--- config.mk ---
export PLATFORM = sky130hd
export DESIGN_NAME = line_unit_global_pin_control
export DESIGN_NICKNAME = d
export VERILOG_FILES = /design/src/logic/pin_ctrl_pkg.sv /design/src/logic/line_unit_global_pin_control.sv
export SDC_FILE = /design/constraint.sdc
export NUM_CORES = 1
export LEC_CHECK = 0
export BUFFER_PORTS_ARGS = -buffer_cell sky130_fd_sc_hd__buf_4
export CORE_MARGIN = 8
export CORE_UTILIZATION = 51
export CTS_CLUSTER_DIAMETER = 60
export DETAILED_ROUTE_END_ITERATION = 12
export PLACE_DENSITY_LB_ADDON = 0.25
export SETUP_SLACK_MARGIN = 0.5
export SLEW_MARGIN = 25
export SYNTH_ARGS = -nofsm -noshare
export SYNTH_HDL_FRONTEND = slang
export SYNTH_SLANG_ARGS = --single-unit
export TNS_END_PERCENT = 10
--- constraint.sdc ---
create_clock -name CLK -period 2.2 [get_ports CLK]
set_clock_uncertainty 0.1 [all_clocks]
set_input_delay 0.22 -clock CLK [delete_from_list [all_inputs] [get_ports CLK]]
set_output_delay 0.22 -clock CLK [all_outputs]
set_load 0.05 [all_outputs]
--- src/logic/pin_ctrl_pkg.sv ---
// constants for the global pin control block: register map, fields, sizes
// assumes a single 25 MHz clock domain and a plain strobe register port
package pin_ctrl_pkg;
  localparam int ADDR_W = 4;
  localparam int DATA_W = 8;
  localparam int NUM_CHAN = 17;
  localparam int NUM_GP = 2;
  localparam int TERM_W = 3;
  // register offsets
  localparam logic [3:0] OFF_REF_A = 4'h0;
  localparam logic [3:0] OFF_REF_B = 4'h1;
  localparam logic [3:0] OFF_GP = 4'h2;
  localparam logic [3:0] OFF_CHAN_SEL = 4'h3;
  localparam logic [3:0] OFF_CHAN_RX = 4'h4;
  localparam logic [3:0] OFF_CHAN_STD = 4'h5;
  localparam logic [3:0] OFF_STATUS = 4'h6;
  // field positions
  localparam int RATE_BIT = 5;
  localparam int TERM_LSB = 0;
  localparam int R120_BIT = 4;
  localparam int STD_BIT = 0;
  localparam int GP_DIR_LSB = 0;
  localparam int GP_LVL_LSB = 2;
  localparam int ST_TERM_BIT = 0;
  localparam int ST_HWEN_BIT = 1;
  localparam int ST_HWSTD_BIT = 2;
  localparam int ST_OE_BIT = 3;
  // reset values
  localparam logic [7:0] RST_BYTE = 8'h00;
  localparam logic [7:0] RST_GP = 8'h00;
  localparam logic [4:0] RST_SEL = 5'h00;
  // line standard encoding: 1 = T1/J1, 0 = E1
  localparam logic STD_E1 = 1'b0;
endpackage

--- src/logic/line_unit_global_pin_control.sv ---
// global pin-driven control of the line interface: strap synchronisers,
// receive termination gating, line driver enable, standard selection, gpio
// assumes strap and gpio pins are asynchronous to CLK; one register port
//
// Chosen here: the address-and-strobe port and the placing of the registers.
`timescale 1ns/100ps

// Function
// software sets reference A rate bit to match the clock on input A
// software sets reference B rate bit to match the clock on input B
// differential mode, termination pin low: all receivers high impedance
// termination pin high: per-channel term field and 120 ohm bit apply
// output enable pin low forces every line driver to high impedance
// output enable affects only line drivers, internal logic runs on
// hardware enable open: standard from hardware pin, else per channel
// hardware pin low means E1, open means T1/J1; ignored if disabled
// each general purpose pin direction set by its own direction bit
// input pins report their synchronised level in the level field
// output pins drive the level bit written by software
// strap and gpio inputs pass a two-stage synchroniser first
module line_unit_global_pin_control #(
  parameter int NCH = pin_ctrl_pkg::NUM_CHAN
) (
  // clock and reset
  input wire logic CLK,
  input wire logic RESETN,
  // register port
  input wire logic [pin_ctrl_pkg::ADDR_W-1:0] ADDR,
  input wire logic [pin_ctrl_pkg::DATA_W-1:0] WDATA,
  input wire logic WR,
  input wire logic RD,
  output logic [pin_ctrl_pkg::DATA_W-1:0] RDATA,
  // strap pins (open reads as high)
  input wire logic RX_TERMINATION_CTRL_PIN,
  input wire logic LINE_OE_PIN,
  input wire logic HW_STANDARD_SEL_ENABLE,
  input wire logic HW_STANDARD_SEL_PIN,
  input wire logic RX_DIFF_MODE,
  // general purpose pins
  input wire logic [pin_ctrl_pkg::NUM_GP-1:0] GP_IN,
  output logic [pin_ctrl_pkg::NUM_GP-1:0] GP_OUT,
  output logic [pin_ctrl_pkg::NUM_GP-1:0] GP_OE,
  // reference input rate selects, 1 = E1
  output logic REF_IN_A_RATE_SEL,
  output logic REF_IN_B_RATE_SEL,
  // per-channel effective configuration
  output logic [NCH-1:0] RX_HIGHZ,
  output logic [NCH*pin_ctrl_pkg::TERM_W-1:0] RX_TERM,
  output logic [NCH-1:0] RX_120OHM,
  output logic [NCH-1:0] LINE_STD,
  output logic [NCH-1:0] TX_DRIVER_EN
);
  import pin_ctrl_pkg::*;

  // positions of the strap bits inside the synchroniser word
  localparam int SY_TERM = 0;
  localparam int SY_OE = 1;
  localparam int SY_HWEN = 2;
  localparam int SY_HWSTD = 3;
  localparam int SY_DIFF = 4;
  localparam int SY_GP = 5;
  localparam int SYNC_W = SY_GP + NUM_GP;
  // width of the channel select field
  localparam int SEL_W = 5;

  logic [SYNC_W-1:0] meta_q;
  logic [SYNC_W-1:0] sync_q;
  logic term_s, oe_s, hwen_s, hwstd_s, diff_s;
  logic [NUM_GP-1:0] gp_s;
  logic [7:0] ref_a_q, ref_b_q, gp_q;
  logic [SEL_W-1:0] chan_sel_q;
  logic [TERM_W-1:0] term_q [NCH];
  logic [NCH-1:0] r120_q;
  logic [NCH-1:0] std_q;
  logic [DATA_W-1:0] rdata_d;
  logic [DATA_W-1:0] gp_rd_d;
  logic [DATA_W-1:0] status_d;
  logic [SEL_W-1:0] sel;
  logic sel_ok;

  // a channel index reaches storage only while it names a real channel;
  // larger select values are kept so software can read them back
  function automatic logic chan_valid(input logic [SEL_W-1:0] idx);
    return 32'(idx) < NCH;
  endfunction

  // level of one gpio as software reads it: latch for outputs, pin else
  function automatic logic gp_level(input logic dir, input logic latch,
                                    input logic pin);
    return dir ? latch : pin;
  endfunction

  // first stage feeds only the second stage
  always_ff @(posedge CLK or negedge RESETN) begin
    if (!RESETN) begin
      meta_q <= '0;
      sync_q <= '0;
    end else begin
      meta_q <= {GP_IN, RX_DIFF_MODE, HW_STANDARD_SEL_PIN,
                 HW_STANDARD_SEL_ENABLE, LINE_OE_PIN,
                 RX_TERMINATION_CTRL_PIN};
      sync_q <= meta_q;
    end
  end

  // named views of the second synchroniser stage; a strap change reaches
  // the outputs two edges after it is sampled
  assign term_s = sync_q[SY_TERM];
  assign oe_s = sync_q[SY_OE];
  assign hwen_s = sync_q[SY_HWEN];
  assign hwstd_s = sync_q[SY_HWSTD];
  assign diff_s = sync_q[SY_DIFF];
  assign gp_s = sync_q[SY_GP +: NUM_GP];

  // channel access is refused while the select names no channel
  assign sel = chan_sel_q;
  assign sel_ok = chan_valid(sel);

  // gpio byte as read: level bits of input pins show the pin
  always_comb begin
    gp_rd_d = gp_q;
    for (int g = 0; g < NUM_GP; g++) begin
      gp_rd_d[GP_LVL_LSB + g] = gp_level(gp_q[GP_DIR_LSB + g],
          gp_q[GP_LVL_LSB + g], gp_s[g]);
    end
  end

  // status byte: synchronised strap levels as the block sees them
  always_comb begin
    status_d = '0;
    status_d[ST_TERM_BIT] = term_s;
    status_d[ST_HWEN_BIT] = hwen_s;
    status_d[ST_HWSTD_BIT] = hwstd_s;
    status_d[ST_OE_BIT] = oe_s;
  end

  // reference rate registers; only the rate bit has a function
  always_ff @(posedge CLK or negedge RESETN) begin
    if (!RESETN) begin
      ref_a_q <= RST_BYTE;
    end else if (WR && ADDR == OFF_REF_A) begin
      ref_a_q <= WDATA;
    end
  end

  // reference B register, same layout as reference A
  always_ff @(posedge CLK or negedge RESETN) begin
    if (!RESETN) begin
      ref_b_q <= RST_BYTE;
    end else if (WR && ADDR == OFF_REF_B) begin
      ref_b_q <= WDATA;
    end
  end

  // gpio direction and level byte
  always_ff @(posedge CLK or negedge RESETN) begin
    if (!RESETN) begin
      gp_q <= RST_GP;
    end else if (WR && ADDR == OFF_GP) begin
      gp_q <= WDATA;
    end
  end

  // channel select; out-of-range values are kept and block channel access
  always_ff @(posedge CLK or negedge RESETN) begin
    if (!RESETN) begin
      chan_sel_q <= RST_SEL;
    end else if (WR && ADDR == OFF_CHAN_SEL) begin
      chan_sel_q <= WDATA[SEL_W-1:0];
    end
  end

  // per-channel receive settings, reached through the channel select
  always_ff @(posedge CLK or negedge RESETN) begin
    if (!RESETN) begin
      for (int i = 0; i < NCH; i++) begin
        term_q[i] <= '0;
      end
      r120_q <= '0;
    end else if (WR && sel_ok && ADDR == OFF_CHAN_RX) begin
      term_q[sel] <= WDATA[TERM_LSB +: TERM_W];
      r120_q[sel] <= WDATA[R120_BIT];
    end
  end

  // per-channel line standard bit
  always_ff @(posedge CLK or negedge RESETN) begin
    if (!RESETN) begin
      std_q <= '0;
    end else if (WR && sel_ok && ADDR == OFF_CHAN_STD) begin
      std_q[sel] <= WDATA[STD_BIT];
    end
  end

  // read mux; level bits of input pins show the pin, not the register
  always_comb begin
    rdata_d = '0;
    case (ADDR)
      OFF_REF_A: rdata_d = ref_a_q;
      OFF_REF_B: rdata_d = ref_b_q;
      OFF_GP: rdata_d = gp_rd_d;
      OFF_CHAN_SEL: rdata_d = DATA_W'(chan_sel_q);
      OFF_CHAN_RX: begin
        if (sel_ok) begin
          rdata_d[TERM_LSB +: TERM_W] = term_q[sel];
          rdata_d[R120_BIT] = r120_q[sel];
        end
      end
      OFF_CHAN_STD: begin
        if (sel_ok) begin
          rdata_d[STD_BIT] = std_q[sel];
        end
      end
      OFF_STATUS: rdata_d = status_d;
      default: rdata_d = '0;
    endcase
  end

  // read data stand in the cycle after each cycle with RD high and read zero otherwise
  always_ff @(posedge CLK or negedge RESETN) begin
    if (!RESETN) begin
      RDATA <= '0;
    end else begin
      RDATA <= RD ? rdata_d : '0;
    end
  end

  // gpio enable, registered so a pin turns around one edge after the write
  always_ff @(posedge CLK or negedge RESETN) begin
    if (!RESETN) begin
      GP_OE <= '0;
    end else begin
      GP_OE <= gp_q[GP_DIR_LSB +: NUM_GP];
    end
  end

  // gpio drive level; meaningful on the wire only while enabled
  always_ff @(posedge CLK or negedge RESETN) begin
    if (!RESETN) begin
      GP_OUT <= '0;
    end else begin
      GP_OUT <= gp_q[GP_LVL_LSB +: NUM_GP];
    end
  end

  // reference rate selects follow the rate bit of each reference register
  always_ff @(posedge CLK or negedge RESETN) begin
    if (!RESETN) begin
      REF_IN_A_RATE_SEL <= 1'b0;
      REF_IN_B_RATE_SEL <= 1'b0;
    end else begin
      REF_IN_A_RATE_SEL <= ref_a_q[RATE_BIT];
      REF_IN_B_RATE_SEL <= ref_b_q[RATE_BIT];
    end
  end

  // receive termination; single-ended mode leaves the pin without effect
  always_ff @(posedge CLK or negedge RESETN) begin
    if (!RESETN) begin
      RX_HIGHZ <= '1;
      RX_TERM <= '0;
      RX_120OHM <= '0;
    end else begin
      for (int c = 0; c < NCH; c++) begin
        if (diff_s && !term_s) begin
          RX_HIGHZ[c] <= 1'b1;
          RX_TERM[c*TERM_W +: TERM_W] <= '0;
          RX_120OHM[c] <= 1'b0;
        end else begin
          RX_HIGHZ[c] <= 1'b0;
          RX_TERM[c*TERM_W +: TERM_W] <= term_q[c];
          RX_120OHM[c] <= r120_q[c];
        end
      end
    end
  end

  // line standard: hardware pin low = E1, open (high) = T1/J1
  always_ff @(posedge CLK or negedge RESETN) begin
    if (!RESETN) begin
      LINE_STD <= '0;
    end else begin
      for (int c = 0; c < NCH; c++) begin
        if (hwen_s) begin
          LINE_STD[c] <= hwstd_s ? ~STD_E1 : STD_E1;
        end else begin
          LINE_STD[c] <= std_q[c];
        end
      end
    end
  end

  // the enable gates only the drivers; nothing else in a channel sees it
  always_ff @(posedge CLK or negedge RESETN) begin
    if (!RESETN) begin
      TX_DRIVER_EN <= '0;
    end else begin
      TX_DRIVER_EN <= {NCH{oe_s}};
    end
  end
endmodule // line_unit_global_pin_control

* Word level (Yosys, flattened, before mapping) *
Cells that the tools add are included.

storage, ports and cells
  bits in registers = 229
  bits of input ports = 23
  output and inout bits = 133
  logic and storage cells = 137

operators by class
  magnitude comparators = 5
  equal/unequal tests = 6
  multiplexer cells = 78
  bitwise logic cells = 1
  reduce and logical (&&, ||, !) cells = 12

operators by type and width
  kind                count
  $mux 3              21
  $bwmux 51           1
  $mux 1              43
  $bwmux 17           2
  $bmux 3 s5          1
  $demux 3 s5         1
  $eq 4x3->1 const B  3
  $pmux 2 s6          1
  $bmux 1 s5          2
  $logic_and 1x1->1   10
  $pmux 1 s5          2
  $pmux 3 s3          1
  $eq 4x2->1 const B  2
  $mux 8              1
  $pmux 1 s7          1
  $ge 6x6->1 const B  1
  $lt 5x6->1 const B  1
  $lt 6x1->1 const B  1
  $not 5->6           1
  $demux 1 s5         1
  $ge 5x1->1 const B  1
  $lt 5x5->1 const B  1
  $eq 4x1->1 const B  1
  $logic_not 4->1     1
  $logic_not 1->1     1

* Depth between registers and ports, before layout *
Gate-level depths: netlist (run 1).

  depth in word-level cells = 7
  mapped depth = 8
  gate-level depth less buffers = 5

* Least setup slack after synthesis (run 1) *
No wires, ideal clock.

  kind = register to register
  from = register chan_sel_q[1]
  to = register r120_q[3]
  setup time = 0.125 ns
  data arrival time = 1.968 ns
  required time = 1.975 ns
  path slack = 0.007 ns
  stages on the path, launching flop included = 7
  buffers on the path = 1
  clock period less this slack = 2.193 ns
  cells stage by stage = dfrtp_1 -> buf_6 -> o41ai_4 -> nand4_2 -> or3_4 -> nor2_4 -> mux2_2

on the way
  cells in the longest elaborated chain, start to end = 5
  elaborated cells on any way between the ends = 9
  classes of those cells = order compare (3); mux (3); reduce/logical (3)

RTL lines
  element                                                         line                                 RTL
  from (decl)                                                     line_unit_global_pin_control.sv:71   logic [SEL_W-1:0] chan_sel_q;
  from (signal assigned)                                          line_unit_global_pin_control.sv:169  chan_sel_q <= WDATA[SEL_W-1:0];
  $lt 5x6->1 (not written as such) or $ge 5x1->1 (tied branches)  line_unit_global_pin_control.sv:182  r120_q[sel] <= WDATA[R120_BIT];
  $logic_and 1x1->1 (not written as such)                         line_unit_global_pin_control.sv:182
  $mux 1 (not written as such)                                    line_unit_global_pin_control.sv:182
  $demux 1 s5                                                     line_unit_global_pin_control.sv:182
  $bwmux 17                                                       line_unit_global_pin_control.sv:182
  to (signal, indexed assignment)                                 line_unit_global_pin_control.sv:182
  to (decl)                                                       line_unit_global_pin_control.sv:73   logic [NCH-1:0] r120_q;

Parallel ways exist; a longest one is shown, timed or not.
A chain may end at the register's enable or synchronous reset.

* Worst setup path after layout (run 1) *
  from = register chan_sel_q[1]
  to = register std_q[11]

on the way
  cells in the longest elaborated chain, start to end = 5
  elaborated cells on any way between the ends = 9
  classes of those cells = order compare (3); mux (3); reduce/logical (3)

RTL lines
  element                                                         line                                 RTL
  $lt 5x6->1 (not written as such) or $ge 5x1->1 (tied branches)  line_unit_global_pin_control.sv:191  std_q[sel] <= WDATA[STD_BIT];
  $logic_and 1x1->1 (not written as such)                         line_unit_global_pin_control.sv:191
  $mux 1 (not written as such)                                    line_unit_global_pin_control.sv:191
  $demux 1 s5                                                     line_unit_global_pin_control.sv:191
  $bwmux 17                                                       line_unit_global_pin_control.sv:191
  to (signal, indexed assignment)                                 line_unit_global_pin_control.sv:191
  to (decl)                                                       line_unit_global_pin_control.sv:74   logic [NCH-1:0] std_q;

Parallel ways exist; a longest one is shown, timed or not.

==> summary.txt, run 1 <==
Global route
  – Total routing usage reported by global routing: 18.8%
  – Number of global-route vias before repair: 6291
  – Largest net degree at the start of global routing: 75
  – Initial antenna violation count: 0
  – First-pass GRT wire length: 35100 um
  – Global-route congestion overflow total: 0

Pwr
  – Power density over cell area: 939 nW/um2
  – Static leakage: 5.88 nW
  – Total power: 11.4 mW
  – Maximum ir drop on the vdd rail: 0.000643 V

STA
  – Setup repair after global routing missed its margin: true
  – Post-route minimum period: 2.30 ns
  – Smallest hold slack: 0.0511 ns
  – Worst-Margin Slew: 0.553 ns
  – Total of endpoints with negative setup slack in the final report: 71
  – Least setup slack across all paths after layout: -0.104 ns
  – Worst max-slew margin expressed relative to the limit: 63.1%
  – Max Freq: 0.434 GHz
  – Setup_tns: -3.45 ns
  – Final count of hold timing violations: 0
  – Slew Limit Fails: 0
  – Period Utilization, post-route: 105%

Clock network
  – Maximum root-to-sink buffer count: 3
  – TritonCTS clock tree: yes
  – Insertion delay of the later-clocked pin in the worst-skew pair: 0.50 ns
  – Number of H-tree branching levels: 1
  – Clk pin slew, worst setup/hold paths: 0.06 ns
  – Number of clock sinks: 229
  – Clock tree root buffer cell: sky130_fd_sc_hd__clkbuf_16
  – Cts bufs inserted: 24

Layout
  – Non-filler instance count after layout: 1078
  – P&R area growth vs syn: 27.8%
  – Post-Layout Inst Area: 12100 um2
  – Most frequent standard cell in the layout excluding fill and tap cells: sky130_fd_sc_hd__dfrtp_1
  – Count of nets after finishing: 849
  – Number of fill cells: 1294
  – Total area of multi-input combinational cells: 3400 um2
  – Number of antenna repair diodes: 0
  – Share of layout cells above drive strength 1: 47.3%
  – Final core utilization: 65.5%
  – Leading cell types in the layout, fill and taps excluded: sky130_fd_sc_hd__dfrtp_1, sky130_fd_sc_hd__buf_4, sky130_fd_sc_hd__mux2_2
  – Storage cell area: 5740 um2

Run
  – Maximum Capacitance Violations: 0

Logic synthesis
  – Synth Area in Simple Gates: 10.7%
  – Mapped Cells: 675
  – Syn avg cell area: 14.0 um2
  – Warnings from Yosys: 0
  – Number of flops mapped to enable cells by yosys: 0
  – Seq/Total Area, Yosys: 60.6%
  – Most instantiated flip-flop cell in the synthesis netlist: sky130_fd_sc_hd__dfrtp_1
  – Netlist area before placement: 9460 um2
  – Share of async-settable or async-resettable flops after synthesis: 100%
  – Mux share of post-synthesis cell area: 20.9%
  – Main combinational cell family by area after synthesis: multiplexers
  – Distinct cell type count after synthesis: 34
  – Share of the synthesized netlist area taken by xor and xnor gates: 0%
  – Complex-gate fraction of the synthesized area: 2.65%
  – Synthesized-area fraction occupied by adder cells: 0%
  – Post-synth net total: 698
  – Number of synthesized register bits: 229

Hold path
  – Worst Hold Launch: ADDR[2]
  – Worst hold-check path type: in2reg

Critical path
  – Max FO, Critical Path: 5
  – Source of the critical timing path: chan_sel_q[1]
  – R2R Path Start: chan_sel_q[1]
  – Slowest CP cell: sky130_fd_sc_hd__or3_1
  – Endpoint class of the critical path: flip-flop
  – Critical path startpoint category: flip-flop
  – Setup CP Type: reg2reg
  – Delay of the slowest cell on the worst path: 0.43 ns
  – Cells along the critical path: o41ai_4 -> buf_4 -> nand4_1 -> or3_1 -> nor2_1 -> mux2_2
  – Required time of the critical path: 2.48 ns
  – Arrival @ worst endpoint: 2.59 ns

Placement
  – Post-detailed-placement cell area: 10800 um2
  – Number of port buffers: 155
  – Final HPWL from detailed placement: 14800 um
  – Number of placed cells counting well taps: 1019
  – Last weighted congestion value of the routability-driven placer: 0.895
  – Worst setup slack after placement: -0.0832 ns

Floorplanning
  – Vert. Die Dim: 152 um
  – DIE AREA: 23200 um2
  – Starting density of the core: 51.2%
  – Die Span X: 152 um
  – Site Rows: 50
  – Number of top-level pins: 156
  – Area of the core: 18500 um2

Route
  – Violation count after the first detailed-route iteration: 458
  – Routed wire per std cell: 19.9 um
  – Number of nets still failing antenna checks after routing: 0
  – Overall via count from detail_route: 5745
  – Number of remaining DRC errors: 0
  – Detailed Routing Iterations Pass 1: 4
  – Total wirelength of the detailed-routed design: 21500 um
  – Number of vias per cell after detailed routing: 5.33

Run status
  – Failing checks: negative setup slack
  – Outcome: finished with violations
timing repair:
action,in CTS,in global routing
resized for setup,51,28
setup buffers,1,0
endpoints found under the hold margin,91,0
endpoints found under the setup margin,122,106
hold buffers,14,0
pin swaps,7,2
Yosys cell counts, types with 3 or more instances:
library cell | number | area share, %
sky130_fd_sc_hd__nor2_4 | 16 | 1.9
sky130_fd_sc_hd__nand2b_1 | 7 | 0.46
sky130_fd_sc_hd__mux4_1 | 3 | 0.83
sky130_fd_sc_hd__buf_2 | 6 | 0.32
sky130_fd_sc_hd__clkbuf_1 | 29 | 1.2
sky130_fd_sc_hd__inv_1 | 19 | 0.75
sky130_fd_sc_hd__dfrtp_1 | 228 | 60
sky130_fd_sc_hd__mux4_2 | 21 | 5.0
sky130_fd_sc_hd__nor2_1 | 29 | 1.2
sky130_fd_sc_hd__and2_1 | 68 | 4.5
sky130_fd_sc_hd__a21oi_1 | 10 | 0.53
sky130_fd_sc_hd__o221ai_1 | 5 | 0.46
sky130_fd_sc_hd__nand3_1 | 7 | 0.37
sky130_fd_sc_hd__nor2b_1 | 4 | 0.26
sky130_fd_sc_hd__or3_1 | 4 | 0.26
sky130_fd_sc_hd__or3_4 | 4 | 0.48
sky130_fd_sc_hd__o21ai_0 | 21 | 1.1
sky130_fd_sc_hd__mux2_2 | 114 | 14
sky130_fd_sc_hd__nand2_1 | 15 | 0.60
sky130_fd_sc_hd__buf_4 | 35 | 2.8
sky130_fd_sc_hd__mux2i_1 | 14 | 1.5
final timing paths:
| path | end | slack (ns) | depth (start not counted) |
|---|---|---|---|
| setup / recovery | std_q[11] | -0.10 | 6 |
| hold / removal | RDATA[3] | 0.05 | 3 |
| setup reg to reg | std_q[11] | -0.10 | 6 |
| hold reg to reg | sync_q[2] | 0.25 | 0 |
| max in group asynchronous | chan_sel_q[0] | 1.00 | 3 |
| min in group asynchronous | RX_TERM[3] | 0.18 | 2 |
cell type report:
| type | count | area share, % |
|---|---|---|
| inverters | 19 | 0.590 |
| well taps | 234 | 2.42 |
| clock buffers | 29 | 5.46 |
| flip-flops and latches | 229 | 47.5 |
| clock inverters | 15 | 1.74 |
| repair buffers | 197 | 14.2 |
| multi-input cells | 355 | 28.1 |
state kept, by name (all words and copies together) (netlist names):
name and cells:
RX_TERM 51, std_q 17, REF_IN_A_RATE_SEL 1, chan_sel_q 5
RX_HIGHZ 1, meta_q 7, GP_OUT 2, term_q 51
r120_q 17, ref_a_q 8, TX_DRIVER_EN 1, sync_q 7
REF_IN_B_RATE_SEL 1, LINE_STD 17, ref_b_q 8, gp_q 8
RDATA 8, RX_120OHM 17, GP_OE 2
power by group:
part           switching [mW]  internal [mW]  total (mW)
clock network            1.61           2.74        4.35
logic                    1.31          0.875        2.19
registers               0.244           4.58        4.82
kinds of logic (layout without fill, tap and decap cells):
kind of cell           after synthesis  in the layout
flip-flops                         229            229
AND/OR/NAND/NOR                    163            163
multiplexers                       152            152
buffers and inverters               91            260
AO/OA/AOI/OAI                       40             40
layer usage:
metal / GRT usage, % / vias to the layer above / share of wire [%]
li1: - / 2572 / -
met1: 24.3 / 2947 / 42
met2: 31.4 / 197 / 50
met3: 4.34 / 29 / 6.8
met4: 5.19 / 0 / 1.6
met5: 0 / - / 0
worst max-delay path, delay by kind of cell, from the launching register on:
| kind | cells | cell delay (ns) |
|---|---|---|
| AO/OA/AOI/OAI | 1 | 0.39 |
| flip-flops | 1 | 0.42 |
| AND/OR/NAND/NOR | 3 | 0.75 |
| buffers and inverters | 1 | 0.18 |
| multiplexers | 1 | 0.34 |
Note: power is estimated with default switching activity, not from simulation.
==> inputs of run 2 (changes only) <==
--- a/config.mk
+++ b/config.mk
@@ -12,6 +12,7 @@
 export DETAILED_ROUTE_END_ITERATION = 12
 export PLACE_DENSITY_LB_ADDON = 0.25
 export SETUP_SLACK_MARGIN = 0.5
+export SKIP_CTS_REPAIR_TIMING = 1
 export SLEW_MARGIN = 25
 export SYNTH_ARGS = -nofsm -noshare
 export SYNTH_HDL_FRONTEND = slang
==> run 2 against run 1 <==
Net effect:
- die area stayed put
- clock power hardly changed
- register-to-register slack better by 0.02 ns
- the run still ends with negative setup slack left
- combinational power hardly changed
- highest routed layer unchanged
==> summary.txt, run 2 (same netlist as run 1, synthesis figures left out) <==
Critical path
  – Required time of the critical path: 2.48 ns (about the same)
  – R2r worst-path depth: 5 (-1)
  – Cells along the critical path: o41ai_4 -> nand4_2 -> or3_4 -> nor2_4 -> mux2_2
  – R2R Path Start: chan_sel_q[3]
  – Max FO, Critical Path: 4 (-1)
  – Endpoint class of the critical path: flip-flop
  – Critical path startpoint category: flip-flop
  – Capture instance of the worst register-to-register path: term_q[47]
  – Minimum setup slack among reg-to-reg paths: -0.09 ns (+0.02 ns)
  – Delay of the slowest cell on the worst path: 0.46 ns (+0.03 ns)
  – Slowest CP cell: sky130_fd_sc_hd__or3_4
  – Arrival @ worst endpoint: 2.56 ns (-0.03 ns)
  – Setup CP Type: reg2reg

Layout
  – Share of layout cells above drive strength 1: 47.9% (+0.59 points)
  – Total area of multi-input combinational cells: 3370 um2 (-0.99%)
  – P&R area growth vs syn: 26.3%
  – Final core utilization: 64.7% (-0.81 points)
  – Leading cell types in the layout, fill and taps excluded: sky130_fd_sc_hd__dfrtp_1, sky130_fd_sc_hd__buf_4, sky130_fd_sc_hd__mux2_2
  – Storage cell area: 5740 um2 (about the same)
  – Non-filler instance count after layout: 1078 (unchanged)
  – Count of nets after finishing: 849 (unchanged)
  – Largest registers in the final layout: RX_TERM (51), term_q (51)
  – Most frequent standard cell in the layout excluding fill and tap cells: sky130_fd_sc_hd__dfrtp_1
  – Number of fill cells: 1326 (+2.5%)
  – Number of antenna repair diodes: 0 (unchanged)

Placement
  – Number of port buffers: 155 (unchanged)
  – Final HPWL from detailed placement: 14800 um (unchanged)
  – Last weighted congestion value of the routability-driven placer: 0.895 (unchanged)
  – Number of placed cells counting well taps: 1019 (unchanged)

Pwr
  – Sw Share: 27.9% (about the same)
  – Reg power frac: 42.5% (about the same)
  – Total net switching power: 3.16 mW (-0.22%)
  – Static leakage: 5.83 nW (-0.85%)
  – Part of the total power dissipated in the clock network: 38.2% (about the same)
  – Total power: 11.3 mW (-0.15%)
  – Power density over cell area: 950 nW/um2 (+1.1%)
  – Share of power burned in combinational logic: 19.3% (about the same)
  – Cell Int Power: 8.18 mW (-0.12%)
  – Maximum ir drop on the vdd rail: 0.000645 V (+0.28%)

Global route
  – Initial antenna violation count: 0 (unchanged)
  – Number of global-route vias before repair: 6200 (-1.4%)
  – Global-route congestion overflow total: 0 (unchanged)
  – Largest net degree at the start of global routing: 75 (unchanged)
  – Total routing usage reported by global routing: 18.5% (-0.33 points)
  – First-pass GRT wire length: 34600 um (-1.6%)

Run status
  – Failing checks: negative setup slack
  – Outcome: finished with violations

STA
  – Period Utilization, post-route: 104% (-0.79 points)
  – Post-route minimum period: 2.29 ns (-0.0174 ns)
  – Worst max-slew margin expressed relative to the limit: 63.5% (+0.39 points)
  – Total of endpoints with negative setup slack in the final report: 74 (+4.2%)
  – Slew Limit Fails: 0 (unchanged)
  – Final count of hold timing violations: 0 (unchanged)
  – Setup repair after global routing missed its margin: true
  – Max Freq: 0.437 GHz (+0.76%)
  – Least setup slack across all paths after layout: -0.0871 ns (+0.0174 ns)
  – Worst-Margin Slew: 0.547 ns (-0.00587 ns)

Floorplanning
  – Site Rows: 50 (unchanged)
  – Area of the core: 18500 um2 (unchanged)
  – Vert. Die Dim: 152 um (unchanged)
  – DIE AREA: 23200 um2 (unchanged)
  – Die Span X: 152 um (unchanged)
  – Number of top-level pins: 156 (unchanged)
  – Starting density of the core: 51.2% (unchanged)

Route
  – Number of vias per cell after detailed routing: 5.36 (+0.64%)
  – Detailed Routing Iterations Pass 1: 5 (+1)
  – Number of remaining DRC errors: 0 (unchanged)
  – Overall via count from detail_route: 5782 (+0.64%)
  – Routed wire per std cell: 20.0 um (+0.31%)
  – Violation count after the first detailed-route iteration: 486 (+6.1%)
  – Number of nets still failing antenna checks after routing: 0 (unchanged)
  – Total wirelength of the detailed-routed design: 21500 um (+0.31%)

Hold path
  – Worst Hold Launch: ADDR[2]
  – Worst min-delay path endpoint: RDATA[2]
  – Worst hold-check path type: in2reg
  – Cell depth of the worst min-delay path: 3 (unchanged)

Clock network
  – Number of clock sinks: 229 (unchanged)
  – TritonCTS clock tree: yes
  – Insertion delay of the later-clocked pin in the worst-skew pair: 0.50 ns (about the same)
  – Clk pin slew, worst setup/hold paths: 0.06 ns (about the same)
  – Clock tree root buffer cell: sky130_fd_sc_hd__clkbuf_16
  – Number of H-tree branching levels: 1 (unchanged)
  – Cts bufs inserted: 24 (unchanged)
  – Maximum root-to-sink buffer count: 3 (unchanged)

Run
  – Maximum Capacitance Violations: 0 (unchanged)
[run 2: worst max-delay path by stage]
stage	from	end	slack [ns]	cells past startpoint
2_1_floorplan	chan_sel_q[1]	r120_q[3]	0.007	6
3_3_place_gp	chan_sel_q[3]	term_q[49]	0.008	5
3_5_place_dp	chan_sel_q[3]	term_q[47]	-0.08	5
4_1_cts	chan_sel_q[3]	term_q[47]	-0.11	5
5_1_grt	chan_sel_q[3]	term_q[32]	-0.13	5
6_report	chan_sel_q[3]	term_q[47]	-0.09	5
[run 2: power by group through the flow]
stage / clock, mW / combinational [mW] / sequential [mW]
after floorplan: 0 / 1.01 / 5.22
after global placement: 0 / 2.06 / 4.86
after detailed placement: 0 / 2.09 / 4.89
after CTS: 4.43 / 2.10 / 4.81
after global routing: 4.63 / 2.30 / 4.86
final: 4.34 / 2.18 / 4.82
[run 2: cell type report]
class                           instances  share of cell area, %
Multi-Input combinational cell        355                   28.2
Sequential cell                       229                   48.0
Tap cell                              234                   2.45
Inverter                               19                  0.597
Clock inverter                         15                   1.76
Timing Repair Buffer                  197                   13.4
Clock buffer                           29                   5.53
[run 2: stage by stage]
step / TNS, ns / instance area, um2 / hold slack [ns] / worst slack [ns]
floorplan: 0 / 9460 / -0.176 / 0.00745
global placement: 0 / 10800 / 0.111 / 0.00805
detailed placement: -3.47 / 10800 / 0.125 / -0.0832
CTS: -4.38 / 11600 / -0.400 / -0.106
global route: -6.78 / 11900 / 0.0277 / -0.128
finish: -3.20 / 11900 / 0.0177 / -0.0871
[run 2: metal layers]
| layer | GRT usage [%] | part of all wire, % | routed length (um) | vias to the layer above |
|---|---|---|---|---|
| met2 | 30.9 | 50 | 10800 | 203 |
| met1 | 24.0 | 42 | 9010 | 2982 |
| met3 | 4.28 | 6.7 | 1440 | 24 |
| met5 | 0 | 0 | 0 | - |
| li1 | - | - | - | 2573 |
| met4 | 4.66 | 1.3 | 279 | 0 |
[run 2: worst max-delay path, delay by kind of cell (launching register included)]
kind             cells  cell delay (ns)
AND/OR/NAND/NOR      3             0.87
AO/OA/AOI/OAI        1             0.42
flip-flops           1             0.41
multiplexers         1             0.36
